===== src/logic/ppl_params.svh =====
// Constants for the port power and indicator configuration block.
// Assumes inclusion by bare name from the package and design modules.
`ifndef PPL_PARAMS_SVH
`define PPL_PARAMS_SVH

`define PPL_NUM_PORTS        2
`define PPL_FUNC_W           4
`define PPL_TIME_W           16
`define PPL_POL_AUTO         2'h0
`define PPL_POL_HIGH         2'h1
`define PPL_POL_LOW          2'h2
`define PPL_MODE_ONE         1'h0
`define PPL_MODE_TWO         1'h1
`define PPL_FUNC_LINK_TRAFFIC 4'h0
`define PPL_FUNC_TRAFFIC     4'h1
`define PPL_FUNC_BAD_LO      4'h7
`define PPL_FUNC_BAD_HI      4'ha
`define PPL_MUX_OFF          2'h0
`define PPL_MUX_INDICATOR    2'h1
`define PPL_FIRST_EN_RST     1'h1
`define PPL_SECOND_EN_RST    1'h0
`define PPL_ON_OFF_TIME_RST  16'h0808
`define PPL_STRAP_PD_LEVEL   1'h0

`endif


===== src/logic/ppl_pkg.sv =====
// Types shared by the power and indicator configuration modules.
// Assumes ppl_params.svh is on the include path.
`default_nettype none
`include "ppl_params.svh"

package ppl_pkg;

    // Configuration of one indicator output.
    typedef struct packed {
        logic                     enable;
        logic [1:0]               polarity;
        logic                     blink_mode;
        logic [`PPL_FUNC_W-1:0]   function_sel;
        logic [`PPL_TIME_W-1:0]   on_off_time;
    } ppl_ind_cfg_t;

    // Boot sequencing states shared by both ports.
    typedef enum logic [1:0] {
        PPL_ST_OFF,
        PPL_ST_SAMPLE,
        PPL_ST_RUN
    } ppl_state_t;

endpackage

`default_nettype wire


===== src/logic/ppl_power_led.sv =====
// Per-port power-down control and indicator configuration for two ports.
// Assumes all inputs but rst_b_i synchronous to clock_i; the host writes via ports.
//
// Contract
// - First indicator on, second muxed off after reset
// - Second indicator reaches pin only when mux selects
// - Each indicator has own enable, defaults first on
// - Each indicator polarity field, defaults to autosense
// - One-bit blink mode field, defaults mode one
// - Function select defaults link+traffic, traffic only
// - Each indicator blinks from own on/off time
// - Reset pin low holds hardware power-down
// - Power-down gates clocks, pins high impedance
// - Register accesses refused during hardware power-down
// - Soft power-down: low power, PLL stays active
// - Soft power-down ignores line, drops link
// - Registers stay accessible during soft power-down
// - Writing one enters soft power-down
// - Reached status bit set while powered down
// - Clearing bit exits, link after autonegotiation
// - Second port no link while first down
// - Straps sampled right after any reset
// - Shared pins revert to normal use after sampling
// - Unmanaged forwarding defaults to cut-through
// - Host writes override strapped settings
// - Soft power-down exits by host write or by strap reload at reset
// - Power-down bit loaded from strap at reset
// - Strap low means power-down, high means active
`default_nettype none
`include "ppl_params.svh"

module ppl_power_led
    import ppl_pkg::*;
(
    input  wire logic                       clock_i,
    input  wire logic                       rst_b_i,
    input  wire logic                       soft_reset_i,
    // Straps on the shared pins.
    input  wire logic [`PPL_NUM_PORTS-1:0]  port_boot_powerdown_strap_i,
    input  wire logic [`PPL_NUM_PORTS-1:0]  port_first_indicator_pin_i,
    // Host register writes, one per field group per port; forwarding has a single write.
    input  wire logic [`PPL_NUM_PORTS-1:0]  soft_powerdown_wr_i,
    input  wire logic [`PPL_NUM_PORTS-1:0]  soft_powerdown_request_i,
    input  wire logic [`PPL_NUM_PORTS-1:0]  indicator_wr_i,
    input  wire ppl_ind_cfg_t [`PPL_NUM_PORTS-1:0] first_indicator_cfg_i,
    input  wire ppl_ind_cfg_t [`PPL_NUM_PORTS-1:0] second_indicator_cfg_i,
    input  wire logic [1:0]                 second_indicator_mux_sel_i,
    input  wire logic [`PPL_NUM_PORTS-1:0]  mux_wr_i,
    input  wire logic                       forward_store_i,
    input  wire logic                       forward_wr_i,
    // Status from the link side.
    input  wire logic [`PPL_NUM_PORTS-1:0]  autoneg_done_i,
    input  wire logic [`PPL_NUM_PORTS-1:0]  line_activity_i,
    input  wire logic [`PPL_NUM_PORTS-1:0]  traffic_i,
    // Outputs.
    output logic                            reg_access_ok_o,
    output logic                            internal_clk_en_o,
    output logic                            pll_en_o,
    output logic [`PPL_NUM_PORTS-1:0]       soft_powerdown_reached_o,
    output logic [`PPL_NUM_PORTS-1:0]       phy_low_power_o,
    output logic [`PPL_NUM_PORTS-1:0]       link_up_o,
    output logic [`PPL_NUM_PORTS-1:0]       line_rx_en_o,
    output logic                            cut_through_o,
    output logic [`PPL_NUM_PORTS-1:0]       port_first_indicator_pin_o,
    output logic [`PPL_NUM_PORTS-1:0]       port_first_indicator_pin_oe_b_o,
    output logic [`PPL_NUM_PORTS-1:0]       port_second_indicator_pin_o,
    output logic [`PPL_NUM_PORTS-1:0]       port_second_indicator_pin_oe_b_o
);

    ////////////////////////////////////////////////////////////////////////
    // Reset release through two flops; the rest uses the synced copy.
    logic rst_meta_q;
    logic rst_sync_q;

    always_ff @(posedge clock_i or negedge rst_b_i) begin
        if (!rst_b_i) begin
            rst_meta_q <= 1'b0;
            rst_sync_q <= 1'b0;
        end else begin
            rst_meta_q <= 1'b1;
            rst_sync_q <= rst_meta_q;
        end
    end

    ////////////////////////////////////////////////////////////////////////
    // Boot sequencer: off while reset, one sample cycle, then running.
    ppl_state_t state_q;
    ppl_state_t state_d;
    logic       sampling;
    logic       running;

    always_comb begin
        case (state_q)
            PPL_ST_OFF:    state_d = PPL_ST_SAMPLE;
            PPL_ST_SAMPLE: state_d = PPL_ST_RUN;
            PPL_ST_RUN:    state_d = soft_reset_i ? PPL_ST_SAMPLE : PPL_ST_RUN;
            default:       state_d = PPL_ST_OFF;
        endcase
    end

    // The soft reset re-enters sampling so straps are latched again.
    always_ff @(posedge clock_i or negedge rst_sync_q) begin
        if (!rst_sync_q) begin
            state_q <= PPL_ST_OFF;
        end else begin
            state_q <= state_d;
        end
    end

    assign sampling = (state_q == PPL_ST_SAMPLE);
    assign running  = (state_q == PPL_ST_RUN);

    // Hardware power-down: clocks gated, no register access.
    assign internal_clk_en_o = (state_q != PPL_ST_OFF);
    assign pll_en_o          = internal_clk_en_o;
    assign reg_access_ok_o   = running;

    ////////////////////////////////////////////////////////////////////////
    // Forwarding mode: cut-through unless the host picks store-forward.
    logic store_fwd_q;

    always_ff @(posedge clock_i or negedge rst_sync_q) begin
        if (!rst_sync_q) begin
            store_fwd_q <= 1'b0;
        end else if (sampling) begin
            store_fwd_q <= 1'b0;
        end else if (running && forward_wr_i) begin
            store_fwd_q <= forward_store_i;
        end
    end

    assign cut_through_o = ~store_fwd_q;

    ////////////////////////////////////////////////////////////////////////
    // Per-port power-down and indicator state.
    logic [`PPL_NUM_PORTS-1:0] pd_q;
    logic [`PPL_NUM_PORTS-1:0] link_q;
    logic [`PPL_NUM_PORTS-1:0] sensed_low_q;
    logic [`PPL_NUM_PORTS-1:0] mux_on_q;
    logic [`PPL_NUM_PORTS-1:0] first_drive;
    logic [`PPL_NUM_PORTS-1:0] second_drive;
    ppl_ind_cfg_t [`PPL_NUM_PORTS-1:0] first_cfg_q;
    ppl_ind_cfg_t [`PPL_NUM_PORTS-1:0] second_cfg_q;

    genvar p;
    generate
        for (p = 0; p < `PPL_NUM_PORTS; p = p + 1) begin : g_port
            logic link_allowed;

            // The power-down bit loads from the strap at each reset and
            // afterwards changes only by a host write.
            always_ff @(posedge clock_i or negedge rst_sync_q) begin
                if (!rst_sync_q) begin
                    pd_q[p] <= 1'b1;
                end else if (sampling) begin
                    pd_q[p] <= (port_boot_powerdown_strap_i[p] ==
                                `PPL_STRAP_PD_LEVEL);
                end else if (running && soft_powerdown_wr_i[p]) begin
                    pd_q[p] <= soft_powerdown_request_i[p];
                end
            end

            // Port two waits for port one to leave power-down.
            if (p == 0) begin : g_first
                assign link_allowed = ~pd_q[0];
            end else begin : g_other
                assign link_allowed = ~pd_q[p] & ~pd_q[0];
            end

            // Link comes up only after autonegotiation; drops on power-down.
            always_ff @(posedge clock_i or negedge rst_sync_q) begin
                if (!rst_sync_q) begin
                    link_q[p] <= 1'b0;
                end else if (!running || !link_allowed) begin
                    link_q[p] <= 1'b0;
                end else begin
                    link_q[p] <= autoneg_done_i[p] &
                                 line_activity_i[p];
                end
            end

            // Autosense level is caught in the sampling cycle only.
            always_ff @(posedge clock_i or negedge rst_sync_q) begin
                if (!rst_sync_q) begin
                    sensed_low_q[p] <= 1'b0;
                end else if (sampling) begin
                    sensed_low_q[p] <= ~port_first_indicator_pin_i[p];
                end
            end

            // Reset defaults; a soft reset restores them while sampling.
            localparam ppl_ind_cfg_t FIRST_RST = '{`PPL_FIRST_EN_RST,
                `PPL_POL_AUTO, `PPL_MODE_ONE, `PPL_FUNC_LINK_TRAFFIC,
                `PPL_ON_OFF_TIME_RST};
            localparam ppl_ind_cfg_t SECOND_RST = '{`PPL_SECOND_EN_RST,
                `PPL_POL_AUTO, `PPL_MODE_ONE, `PPL_FUNC_TRAFFIC,
                `PPL_ON_OFF_TIME_RST};

            // The async branch holds only constants; sampling is separate.
            always_ff @(posedge clock_i or negedge rst_sync_q) begin
                if (!rst_sync_q) begin
                    first_cfg_q[p]  <= FIRST_RST;
                    second_cfg_q[p] <= SECOND_RST;
                end else if (sampling) begin
                    first_cfg_q[p]  <= FIRST_RST;
                    second_cfg_q[p] <= SECOND_RST;
                end else if (running && indicator_wr_i[p]) begin
                    first_cfg_q[p]  <= first_indicator_cfg_i[p];
                    second_cfg_q[p] <= second_indicator_cfg_i[p];
                end
            end

            // Second pin is muxed off until the host selects it.
            always_ff @(posedge clock_i or negedge rst_sync_q) begin
                if (!rst_sync_q) begin
                    mux_on_q[p] <= 1'b0;
                end else if (sampling) begin
                    mux_on_q[p] <= 1'b0;
                end else if (running && mux_wr_i[p]) begin
                    mux_on_q[p] <= (second_indicator_mux_sel_i ==
                                    `PPL_MUX_INDICATOR);
                end
            end

            ppl_indicator u_first (
                .clock_i      (clock_i),
                .rst_b_i      (rst_sync_q),
                .cfg_i        (first_cfg_q[p]),
                .link_up_i    (link_q[p]),
                .traffic_i    (traffic_i[p]),
                .sensed_low_i (sensed_low_q[p]),
                .drive_o      (first_drive[p])
            );

            ppl_indicator u_second (
                .clock_i      (clock_i),
                .rst_b_i      (rst_sync_q),
                .cfg_i        (second_cfg_q[p]),
                .link_up_i    (link_q[p]),
                .traffic_i    (traffic_i[p]),
                .sensed_low_i (1'b1), // Pulled-down pin reads low.
                .drive_o      (second_drive[p])
            );
        end
    endgenerate

    ////////////////////////////////////////////////////////////////////////
    // Status and pin outputs; pins float until sampling is over.
    assign soft_powerdown_reached_o =
        pd_q & {`PPL_NUM_PORTS{running}};
    assign phy_low_power_o  = pd_q | {`PPL_NUM_PORTS{~running}};
    assign line_rx_en_o     = ~phy_low_power_o;
    assign link_up_o        = link_q;
    assign port_first_indicator_pin_o = first_drive;
    assign port_second_indicator_pin_o = second_drive;
    // Active-low enables; high keeps the pin tristate for strap reading.
    assign port_first_indicator_pin_oe_b_o =
        {`PPL_NUM_PORTS{~running}};
    assign port_second_indicator_pin_oe_b_o =
        ~(mux_on_q & {`PPL_NUM_PORTS{running}});

endmodule

`default_nettype wire


===== src/logic/ppl_indicator.sv =====
// One indicator output: blink timer, function gate and polarity drive.
// Assumes the event inputs are synchronous to clock_i.
`default_nettype none
`include "ppl_params.svh"

module ppl_indicator
    import ppl_pkg::*;
(
    input  wire logic         clock_i,
    input  wire logic         rst_b_i,
    input  wire ppl_ind_cfg_t cfg_i,
    input  wire logic         link_up_i,
    input  wire logic         traffic_i,
    input  wire logic         sensed_low_i,
    output logic              drive_o
);

    logic [`PPL_TIME_W-1:0] cnt_q;
    logic                   blink_q;
    logic                   func_ok;
    logic                   active;
    logic                   lit;
    logic                   active_low;

    ////////////////////////////////////////////////////////////////////////
    // Blink timer: upper byte is on time, lower byte is off time.
    always_ff @(posedge clock_i or negedge rst_b_i) begin
        if (!rst_b_i) begin
            cnt_q   <= '0;
            blink_q <= 1'b0;
        end else if (cnt_q == '0) begin
            blink_q <= ~blink_q;
            cnt_q   <= blink_q ? {8'h00, cfg_i.on_off_time[7:0]}
                               : {8'h00, cfg_i.on_off_time[15:8]};
        end else begin
            cnt_q <= cnt_q - 16'h0001;
        end
    end

    // Unsupported codes in the second mode leave the output dark.
    assign func_ok = !(cfg_i.blink_mode == `PPL_MODE_TWO &&
                       cfg_i.function_sel >= `PPL_FUNC_BAD_LO &&
                       cfg_i.function_sel <= `PPL_FUNC_BAD_HI);

    // Function decode; the second mode blinks at the timer rate too.
    always_comb begin
        case (cfg_i.function_sel)
            `PPL_FUNC_LINK_TRAFFIC: active = link_up_i &
                                            (traffic_i ? blink_q : 1'b1);
            `PPL_FUNC_TRAFFIC:      active = traffic_i & blink_q;
            default:                active = link_up_i;
        endcase
    end

    assign lit = cfg_i.enable & func_ok & active;

    // Autosense follows the level seen when the pin was sampled.
    assign active_low = (cfg_i.polarity == `PPL_POL_LOW) ||
                        (cfg_i.polarity == `PPL_POL_AUTO &&
                         !sensed_low_i);
    assign drive_o = active_low ? ~lit : lit;

endmodule

`default_nettype wire


===== config.mk =====
export PLATFORM = sky130hd
export DESIGN_NAME = ppl_power_led
export DESIGN_NICKNAME = d
export VERILOG_FILES = /design/src/logic/ppl_pkg.sv /design/src/logic/ppl_power_led.sv /design/src/logic/ppl_indicator.sv
export VERILOG_INCLUDE_DIRS = /design/src /design/src/logic
export SDC_FILE = /design/constraint.sdc
export NUM_CORES = 1
export LEC_CHECK = 0
export ABC_AREA = 1
export BUFFER_PORTS_ARGS = -buffer_cell sky130_fd_sc_hd__buf_2
export CORE_MARGIN = 2
export CORE_UTILIZATION = 45
export CTS_CLUSTER_SIZE = 12
export DETAILED_ROUTE_END_ITERATION = 6
export PLACE_DENSITY = 0.78
export SLEW_MARGIN = 5
export SYNTH_ARGS = -nofsm -noshare
export SYNTH_HDL_FRONTEND = slang
export SYNTH_SLANG_ARGS = --single-unit

===== constraint.sdc =====
create_clock -name clock_i -period 5.8 [get_ports clock_i]
set_clock_uncertainty 0.2 [all_clocks]
set_input_delay 0 -clock clock_i [delete_from_list [all_inputs] [get_ports clock_i]]
set_output_delay 0 -clock clock_i [all_outputs]
set_load 0.05 [all_outputs]

==> reports/qor.txt, run 1 <==
Internal = 0.00267 W
Ys async rst share = 1.00
DRC viols = 0
Yosys cell types = 32
Die Y = 148 um
Post-CTS Setup Bufs = 0
Setup TNS = 0 ns
Max Fclk = 0.296 GHz
Sequential area share after synthesis = 0.477
Sw Share = 0.402
Arrival time worst endpoint = 3.54 ns
Fin nets = 1,590
Multi-input gate area = 0.00401 mm2
Largest net degree at the start of global routing = 113
Drt pass-1 iters = 6
Mapped Cells = 1,232
Routed WL = 25.4 mm
Final Hold Viols = 0
Worst rel slew slack = 0.292
First-pass GRT wire length = 42.3 mm
Initial antenna violation count = 0
Via count = 9,030
Pwr Density = 377 mW/mm2
Drt initial violations = 833
Die area = 0.0219 mm2
RD Place Congestion = 0.873
Leak pwr = 6.03 nW
Commonest cells post-synth = 304 x nand2_1, 173 x nand3_1, 163 x dfrtp_1, 145 x nor2_1, 143 x inv_1
Crit path capture type = flip-flop
Root buffer cell = clkbuf_16
Post-synth top area share = 0.437
#FFs+latches synth = 177
Clock-pin slew on the worst setup and hold paths = 0.07 ns
Starting density of the core = 0.460
Cells taking the most area after synthesis = dfrtp_1 44%, nand2_1 12%, nand3_1 9.3%
Register area = 0.00445 mm2
CTS sink cnt = 177
Crit path kind = reg -> reg
Most instantiated library cell after synthesis = nand2_1
DP Wirelength = 16.2 mm
Die width = 148 um
Max_cap viols = 0
Hold_buf cts = 123
CP max FO = 55
WL/cell = 14.6 um
Comb power frac = 0.349
Post-synth EDFFs = 0
CP required = 5.97 ns
Core Box Area = 0.0203 mm2
Slew Limit Fails = 0
Num CTS Buffers = 17
Final period utilization = 0.583
CTS tree = done
Io pins = 141
Clock power frac = 0.239
Syn_nets = 1,361
Layout area overhead = 26.9%
Vias per std cell = 5.18
NetSw = 0.00179 W
Startpoint Class = flip-flop
Final setup vio count = 0
Rows = 52
Fill cell total of the finished layout = 1,771
Final worst path period need = 3.38 ns
Clock Tree Buf Depth = 2
Final design area excluding fillers = 0.0118 mm2
Part of the power in registers = 0.411
Vias in the first global route = 8,994
Antenna diodes = 0
Skew-Pair Late Insertion Delay = 0.43 ns
Gr ovfl total = 0
Syn Std Cell Area = 0.00933 mm2
Fraction of layout cells with a size suffix above 1 = 0.146
Post-CTS resize count = 0
Slew at the pin closest to its max-slew limit = 1.06 ns
Synth Flop Type = dfrtp_1
Htree depth = 4
Status = finished clean
Peak supply drop = 0.446 mV
HP Class = in -> reg
Port Buffers = 140
RSZ-0062 raised after global routing = no
Mapped Avg Cell Area = 7.57 um2
Post-detailed-route count of antenna-violating nets = 0
Placed cell areas = 0.0101 mm2
Yosys top cell by area = dfrtp_1
Yosys warnings = 0
All-Layer GR Usage = 0.238
[cell usage in the layout, fill, tap and decap left out, types with 3 or more instances in the layout]
| cell type | Yosys | routed |
|---|---|---|
| clkinv_4 | 0 | 5 |
| inv_1 | 143 | 143 |
| buf_2 | 14 | 140 |
| clkbuf_16 | 0 | 17 |
| nor3_1 | 16 | 16 |
| clkbuf_1 | 10 | 3 |
| a31oi_1 | 3 | 3 |
| o21ai_0 | 92 | 92 |
| dfrtp_1 | 163 | 162 |
| nand2_1 | 304 | 304 |
| o21ai_1 | 26 | 26 |
| nor2_2 | 5 | 5 |
| nor2_4 | 7 | 7 |
| ha_1 | 8 | 8 |
| nor2_1 | 145 | 145 |
| o21ai_2 | 10 | 10 |
| nand2_4 | 3 | 3 |
| nand4_1 | 10 | 10 |
| xor2_1 | 23 | 23 |
| a21oi_1 | 22 | 22 |
| dlygate4sd3_1 | 0 | 123 |
| dfstp_2 | 14 | 14 |
| nand3_1 | 173 | 173 |
[registers in the layout (all words and copies together) (netlist names)]
signal / cells
sensed_low_q: 2
state_q: 2
g_port.u_second.blink_q: 2
rst_meta_q: 1
rst_sync_q: 1
store_fwd_q: 1
pd_q: 2
first_cfg_q: 48
g_port.u_first.cnt_q: 32
g_port.u_second.cnt_q: 32
link_up_o: 2
second_cfg_q: 48
g_port.u_first.blink_q: 2
mux_on_q: 2
[cells by family after synthesis]
| kind of cell | count (synthesis) | share of synthesized area |
|---|---|---|
| AO/OA/AOI/OAI | 155 | 0.0881 |
| XOR/XNOR | 25 | 0.0235 |
| AND/OR/NAND/NOR | 667 | 0.307 |
| adder cells (fa/ha/maj) | 8 | 0.0107 |
| other | 1 | 0.000402 |
| buffers and inverters | 199 | 0.0933 |
| flip-flops | 177 | 0.477 |
[stage by stage]
stage          hold WS, ns  utilization  instances  setup slack (ns)  power [W]
3_5_place_dp        -0.413        0.496       1589              2.79    0.00327
4_1_cts           0.000365        0.583       1744              2.57    0.00444
3_3_place_gp        -0.412        0.496       1589              2.94    0.00321
6_report            0.0210        0.583       1744              2.42    0.00447
2_1_floorplan       -0.496            -       1232             0.327    0.00296
5_1_grt             0.0503        0.583       1744              2.26    0.00473
[power groups by stage]
stage / Sequential, W / Combinational (W) / Clock [W]
floorplan: 0.00180 / 0.00116 / 0
global placement: 0.00183 / 0.00137 / 0
detailed placement: 0.00185 / 0.00142 / 0
CTS: 0.00183 / 0.00153 / 0.00108
global route: 0.00188 / 0.00172 / 0.00113
finish: 0.00184 / 0.00156 / 0.00107
[path summary, 6_finish.rpt]
| check | start | endpoint | slack (ns) | cells after the start |
|---|---|---|---|---|
| worst max-delay path | state_q[0] | pd_q[1] | 2.42 | 8 |
| worst min-delay path | indicator_wr_i[0] | first_cfg_q[6] | 0.02 | 3 |
| worst max register to register | state_q[0] | pd_q[1] | 2.42 | 8 |
| worst min register to register | rst_meta_q | rst_sync_q | 0.16 | 0 |
| max in group asynchronous | rst_sync_q | first_cfg_q[31] | 4.08 | 1 |
| min in group asynchronous | rst_b_i | rst_sync_q | 0.21 | 3 |
[critical path, stage by stage (launching register included)]
cell and delay [ns]:
dfrtp_1 0.46, nand2_4 0.51, nand2_1 0.11, o21ai_0 0.12, dlygate4sd3_1 0.60, nand2_1 0.05
dlygate4sd3_1 0.56, o21ai_0 0.09, dlygate4sd3_1 0.60
[per-layer routing]
| metal | global-route usage | wire length [um] | up-vias |
|---|---|---|---|
| met2 | 0.396 | 12200 | 333 |
| met1 | 0.304 | 10900 | 4238 |
| met3 | 0.0389 | 1300 | 79 |
| met4 | 0.117 | 1070 | 0 |
| met5 | 0 | 0 | - |
| li1 | - | - | 4380 |
[final cells by class]
| cell class | instances | area share |
|---|---|---|
| sequential | 177 | 0.376 |
| inverter | 144 | 0.0456 |
| clock inverter | 10 | 0.00666 |
| timing repair buffer | 265 | 0.165 |
| multi-input combinational | 856 | 0.339 |
| tap | 270 | 0.0285 |
| clock buffer | 22 | 0.0392 |
(Power assumes the default switching activity.)
==> run 2, diff against run 1 <==
--- a/config.mk
+++ b/config.mk
@@ -12,7 +12,7 @@
 export CORE_UTILIZATION = 45
 export CTS_CLUSTER_SIZE = 12
 export DETAILED_ROUTE_END_ITERATION = 6
-export PLACE_DENSITY = 0.78
+export PLACE_DENSITY = 0.75
 export SLEW_MARGIN = 5
 export SYNTH_ARGS = -nofsm -noshare
 export SYNTH_HDL_FRONTEND = slang
==> constraint.sdc (replaced) <==
create_clock -name clock_i -period 3.5 [get_ports clock_i]
set_clock_uncertainty 0.2 [all_clocks]
set_input_delay 0 -clock clock_i [delete_from_list [all_inputs] [get_ports clock_i]]
set_output_delay 0 -clock clock_i [all_outputs]
set_load 0.05 [all_outputs]
==> run 2 against run 1 <==
- the run now ends with design-rule violations left
- final cell count rose by 4.2%
- critical path type unchanged
- sequential share of layout area decreased by 2.4 points
- clock-buffer cell count rose by 1
- combinational power is 80% higher
- via count is 5.7% higher
- non-clock buffer count is 73 higher
- largest cell class unchanged
- critical endpoint is now second_cfg_q[1]
- fmax rose by 13%
- hold slack worse by 0.0058 ns
- die area is the same
- total power up 76%
- setup slack got worse by 1.9 ns
- clock power grew 86%
==> reports/qor.txt, run 2 (synthesized netlist as in run 1, its figures left out) <==
HP Class = in -> reg
CTS tree = done
Reg-to-reg startpoint = state_q[0]
Worst path slowest cell = buf_4
Worst rel slew slack = 0.381 (+0.0896)
Final design area excluding fillers = 0.0126 mm2 (+6.7%)
Port Buffers = 140 (unchanged)
Final core area utilization = 0.622 (+0.0390)
Placed cell count = 1,592 (+0.19%)
Fraction of layout cells with a size suffix above 1 = 0.140 (-0.00559)
Crit path capture type = flip-flop
All-Layer GR Usage = 0.262 (+0.0236)
Largest stage delay on the critical path = 0.72 ns (+0.12 ns)
Arrival time worst endpoint = 3.12 ns (-0.42 ns)
Crit path from = state_q[0]
Crit path kind = reg -> reg
Vias per std cell = 5.25 (+1.5%)
Layout area overhead = 35.4%
CP required = 3.63 ns (-2.34 ns)
Max_cap viols = 0 (unchanged)
Rows = 52 (unchanged)
Status = finished, violations left
Drt pass-1 iters = 7 (+1)
Worst Hold Launch = indicator_wr_i[0]
Skew-Pair Late Insertion Delay = 0.44 ns (about the same)
Clock-pin slew on the worst setup and hold paths = 0.07 ns (about the same)
First-pass GRT wire length = 46.1 mm (+8.9%)
DP Wirelength = 15.8 mm (-2.4%)
Drt initial violations = 824 (-1.1%)
RD Place Congestion = 0.888 (+1.7%)
Hold_buf cts = 193 (+57%)
Startpoint Class = flip-flop
Final period utilization = 0.853 (+0.270)
CTS sink cnt = 177 (unchanged)
Crit-path leading delay family = buffers and inverters
Peak supply drop = 0.612 mV (+37%)
Antenna diodes = 0 (unchanged)
Placed cell areas = 0.0101 mm2 (+0.35%)
Core Box Area = 0.0203 mm2 (unchanged)
Die width = 148 um (unchanged)
Die area = 0.0219 mm2 (unchanged)
WL/cell = 15.5 um (+5.9%)
Via count = 9,545 (+5.7%)
Initial antenna violation count = 0 (unchanged)
Commonest non-fill, non-tap cell in the layout = nand2_1
Io pins = 141 (unchanged)
Crit path cell chain = nor2_4 -> buf_4 -> nand3_1 -> dlygate4sd3_1 -> o21ai_0
DRC viols = 9 (+9)
Starting density of the core = 0.460 (unchanged)
Largest net degree at the start of global routing = 114 (+0.88%)
RSZ-0062 raised after global routing = no
CP max FO = 85 (+55%)
Fill cell total of the finished layout = 1,636 (-7.6%)
Slew Limit Fails = 0 (unchanged)
Gr ovfl total = 0 (unchanged)
Post-CTS resize count = 0 (unchanged)
Leak pwr = 6.18 nW (+2.6%)
Root buffer cell = clkbuf_16
Vias in the first global route = 9,718 (+8.0%)
Post-CTS Setup Bufs = 0 (unchanged)
Setup TNS = 0 ns (unchanged)
Clock Tree Buf Depth = 2 (unchanged)
Die Y = 148 um (unchanged)
Post-detailed-route count of antenna-violating nets = 0 (unchanged)
Routed WL = 28.1 mm (+10%)
Final Hold Viols = 0 (unchanged)
Num CTS Buffers = 17 (unchanged)
Cell Count, Final, Fillers Out = 1,817 (+4.2%)
Final worst path period need = 2.98 ns (-0.395 ns)
Largest registers = first_cfg_q x48, second_cfg_q x48
Slew at the pin closest to its max-slew limit = 0.928 ns (-0.132 ns)
Htree depth = 4 (unchanged)
Final setup vio count = 0 (unchanged)
Fin nets = 1,663 (+4.6%)
Failing checks = design-rule violations
Most frequent cells in the layout = 304 x nand2_1, 193 x dlygate4sd3_1, 173 x nand3_1, 162 x dfrtp_1, 145 x nor2_1
Max Fclk = 0.335 GHz (+13%)
CP bufs+invs = 2 (-1)
Pwr Density = 620 mW/mm2 (+65%)
==> run 2: cell types whose count changed in the layout (fill, tap and decap cells not counted) <==
cell,change
clkbuf_1,+1
dlygate4sd3_1,+70
clkinvlp_4,+2
buf_12,+1
buf_4,+2
bufinv_16,+3
clkinv_4,-4
inv_6,-2
==> run 2: layer usage <==
layer	GRT usage	share of wire
met1	0.312	0.41
met2	0.450	0.48
met3	0.0537	0.065
met4	0.132	0.047
met5	0	0
==> run 2: area by class of cell <==
type | count | area (um2) | share of cell area
Clock buffer | 23 | 468 | 0.0370
Clock inverter | 9 | 131 | 0.0104
Inverter | 144 | 541 | 0.0428
Multi-Input combinational cell | 856 | 4010 | 0.318
Sequential cell | 177 | 4450 | 0.352
Tap cell | 270 | 338 | 0.0267
Timing Repair Buffer | 338 | 2700 | 0.213
==> run 2: worst reg2reg max path: cells and delay by family, from the launching register on <==
family,cells,cell delay [ns]
DFF,1,0.46
AOI/OAI and AO/OA,1,0.11
and+or+nand+nor,2,0.71
buffers and inverters,2,1.41
==> run 2: power by group <==
part / switching, W / leakage (nW) / internal, W
combinational: 0.00191 / 3.66 / 0.000897
clock: 0.000826 / 0.283 / 0.00116
sequential: 0.000344 / 2.24 / 0.00270
==> run 2: metrics by stage <==
step                      total power, W  worst slack (ns)  hold WS (ns)
final                            0.00784             0.515        0.0152
after global routing             0.00827             0.415        0.0386
after CTS                        0.00767             0.821      0.000710
after detailed placement         0.00541              1.20        -0.413
after global placement           0.00534              1.23        -0.413
after floorplan                  0.00491             0.390        -0.496
==> run 2: path summary, 6_finish.rpt <==
kind | slack [ns] | endpoint | cells past startpoint
min | 0.02 | second_cfg_q[15] | 4
max reg2reg | 0.52 | second_cfg_q[1] | 5
min reg2reg | 0.13 | link_up_o[0] | 1
max | 0.52 | second_cfg_q[1] | 5
max in group asynchronous | 2.40 | g_port[0].u_second.cnt_q[15] | 1
min in group asynchronous | 0.13 | link_up_o[0] | 1
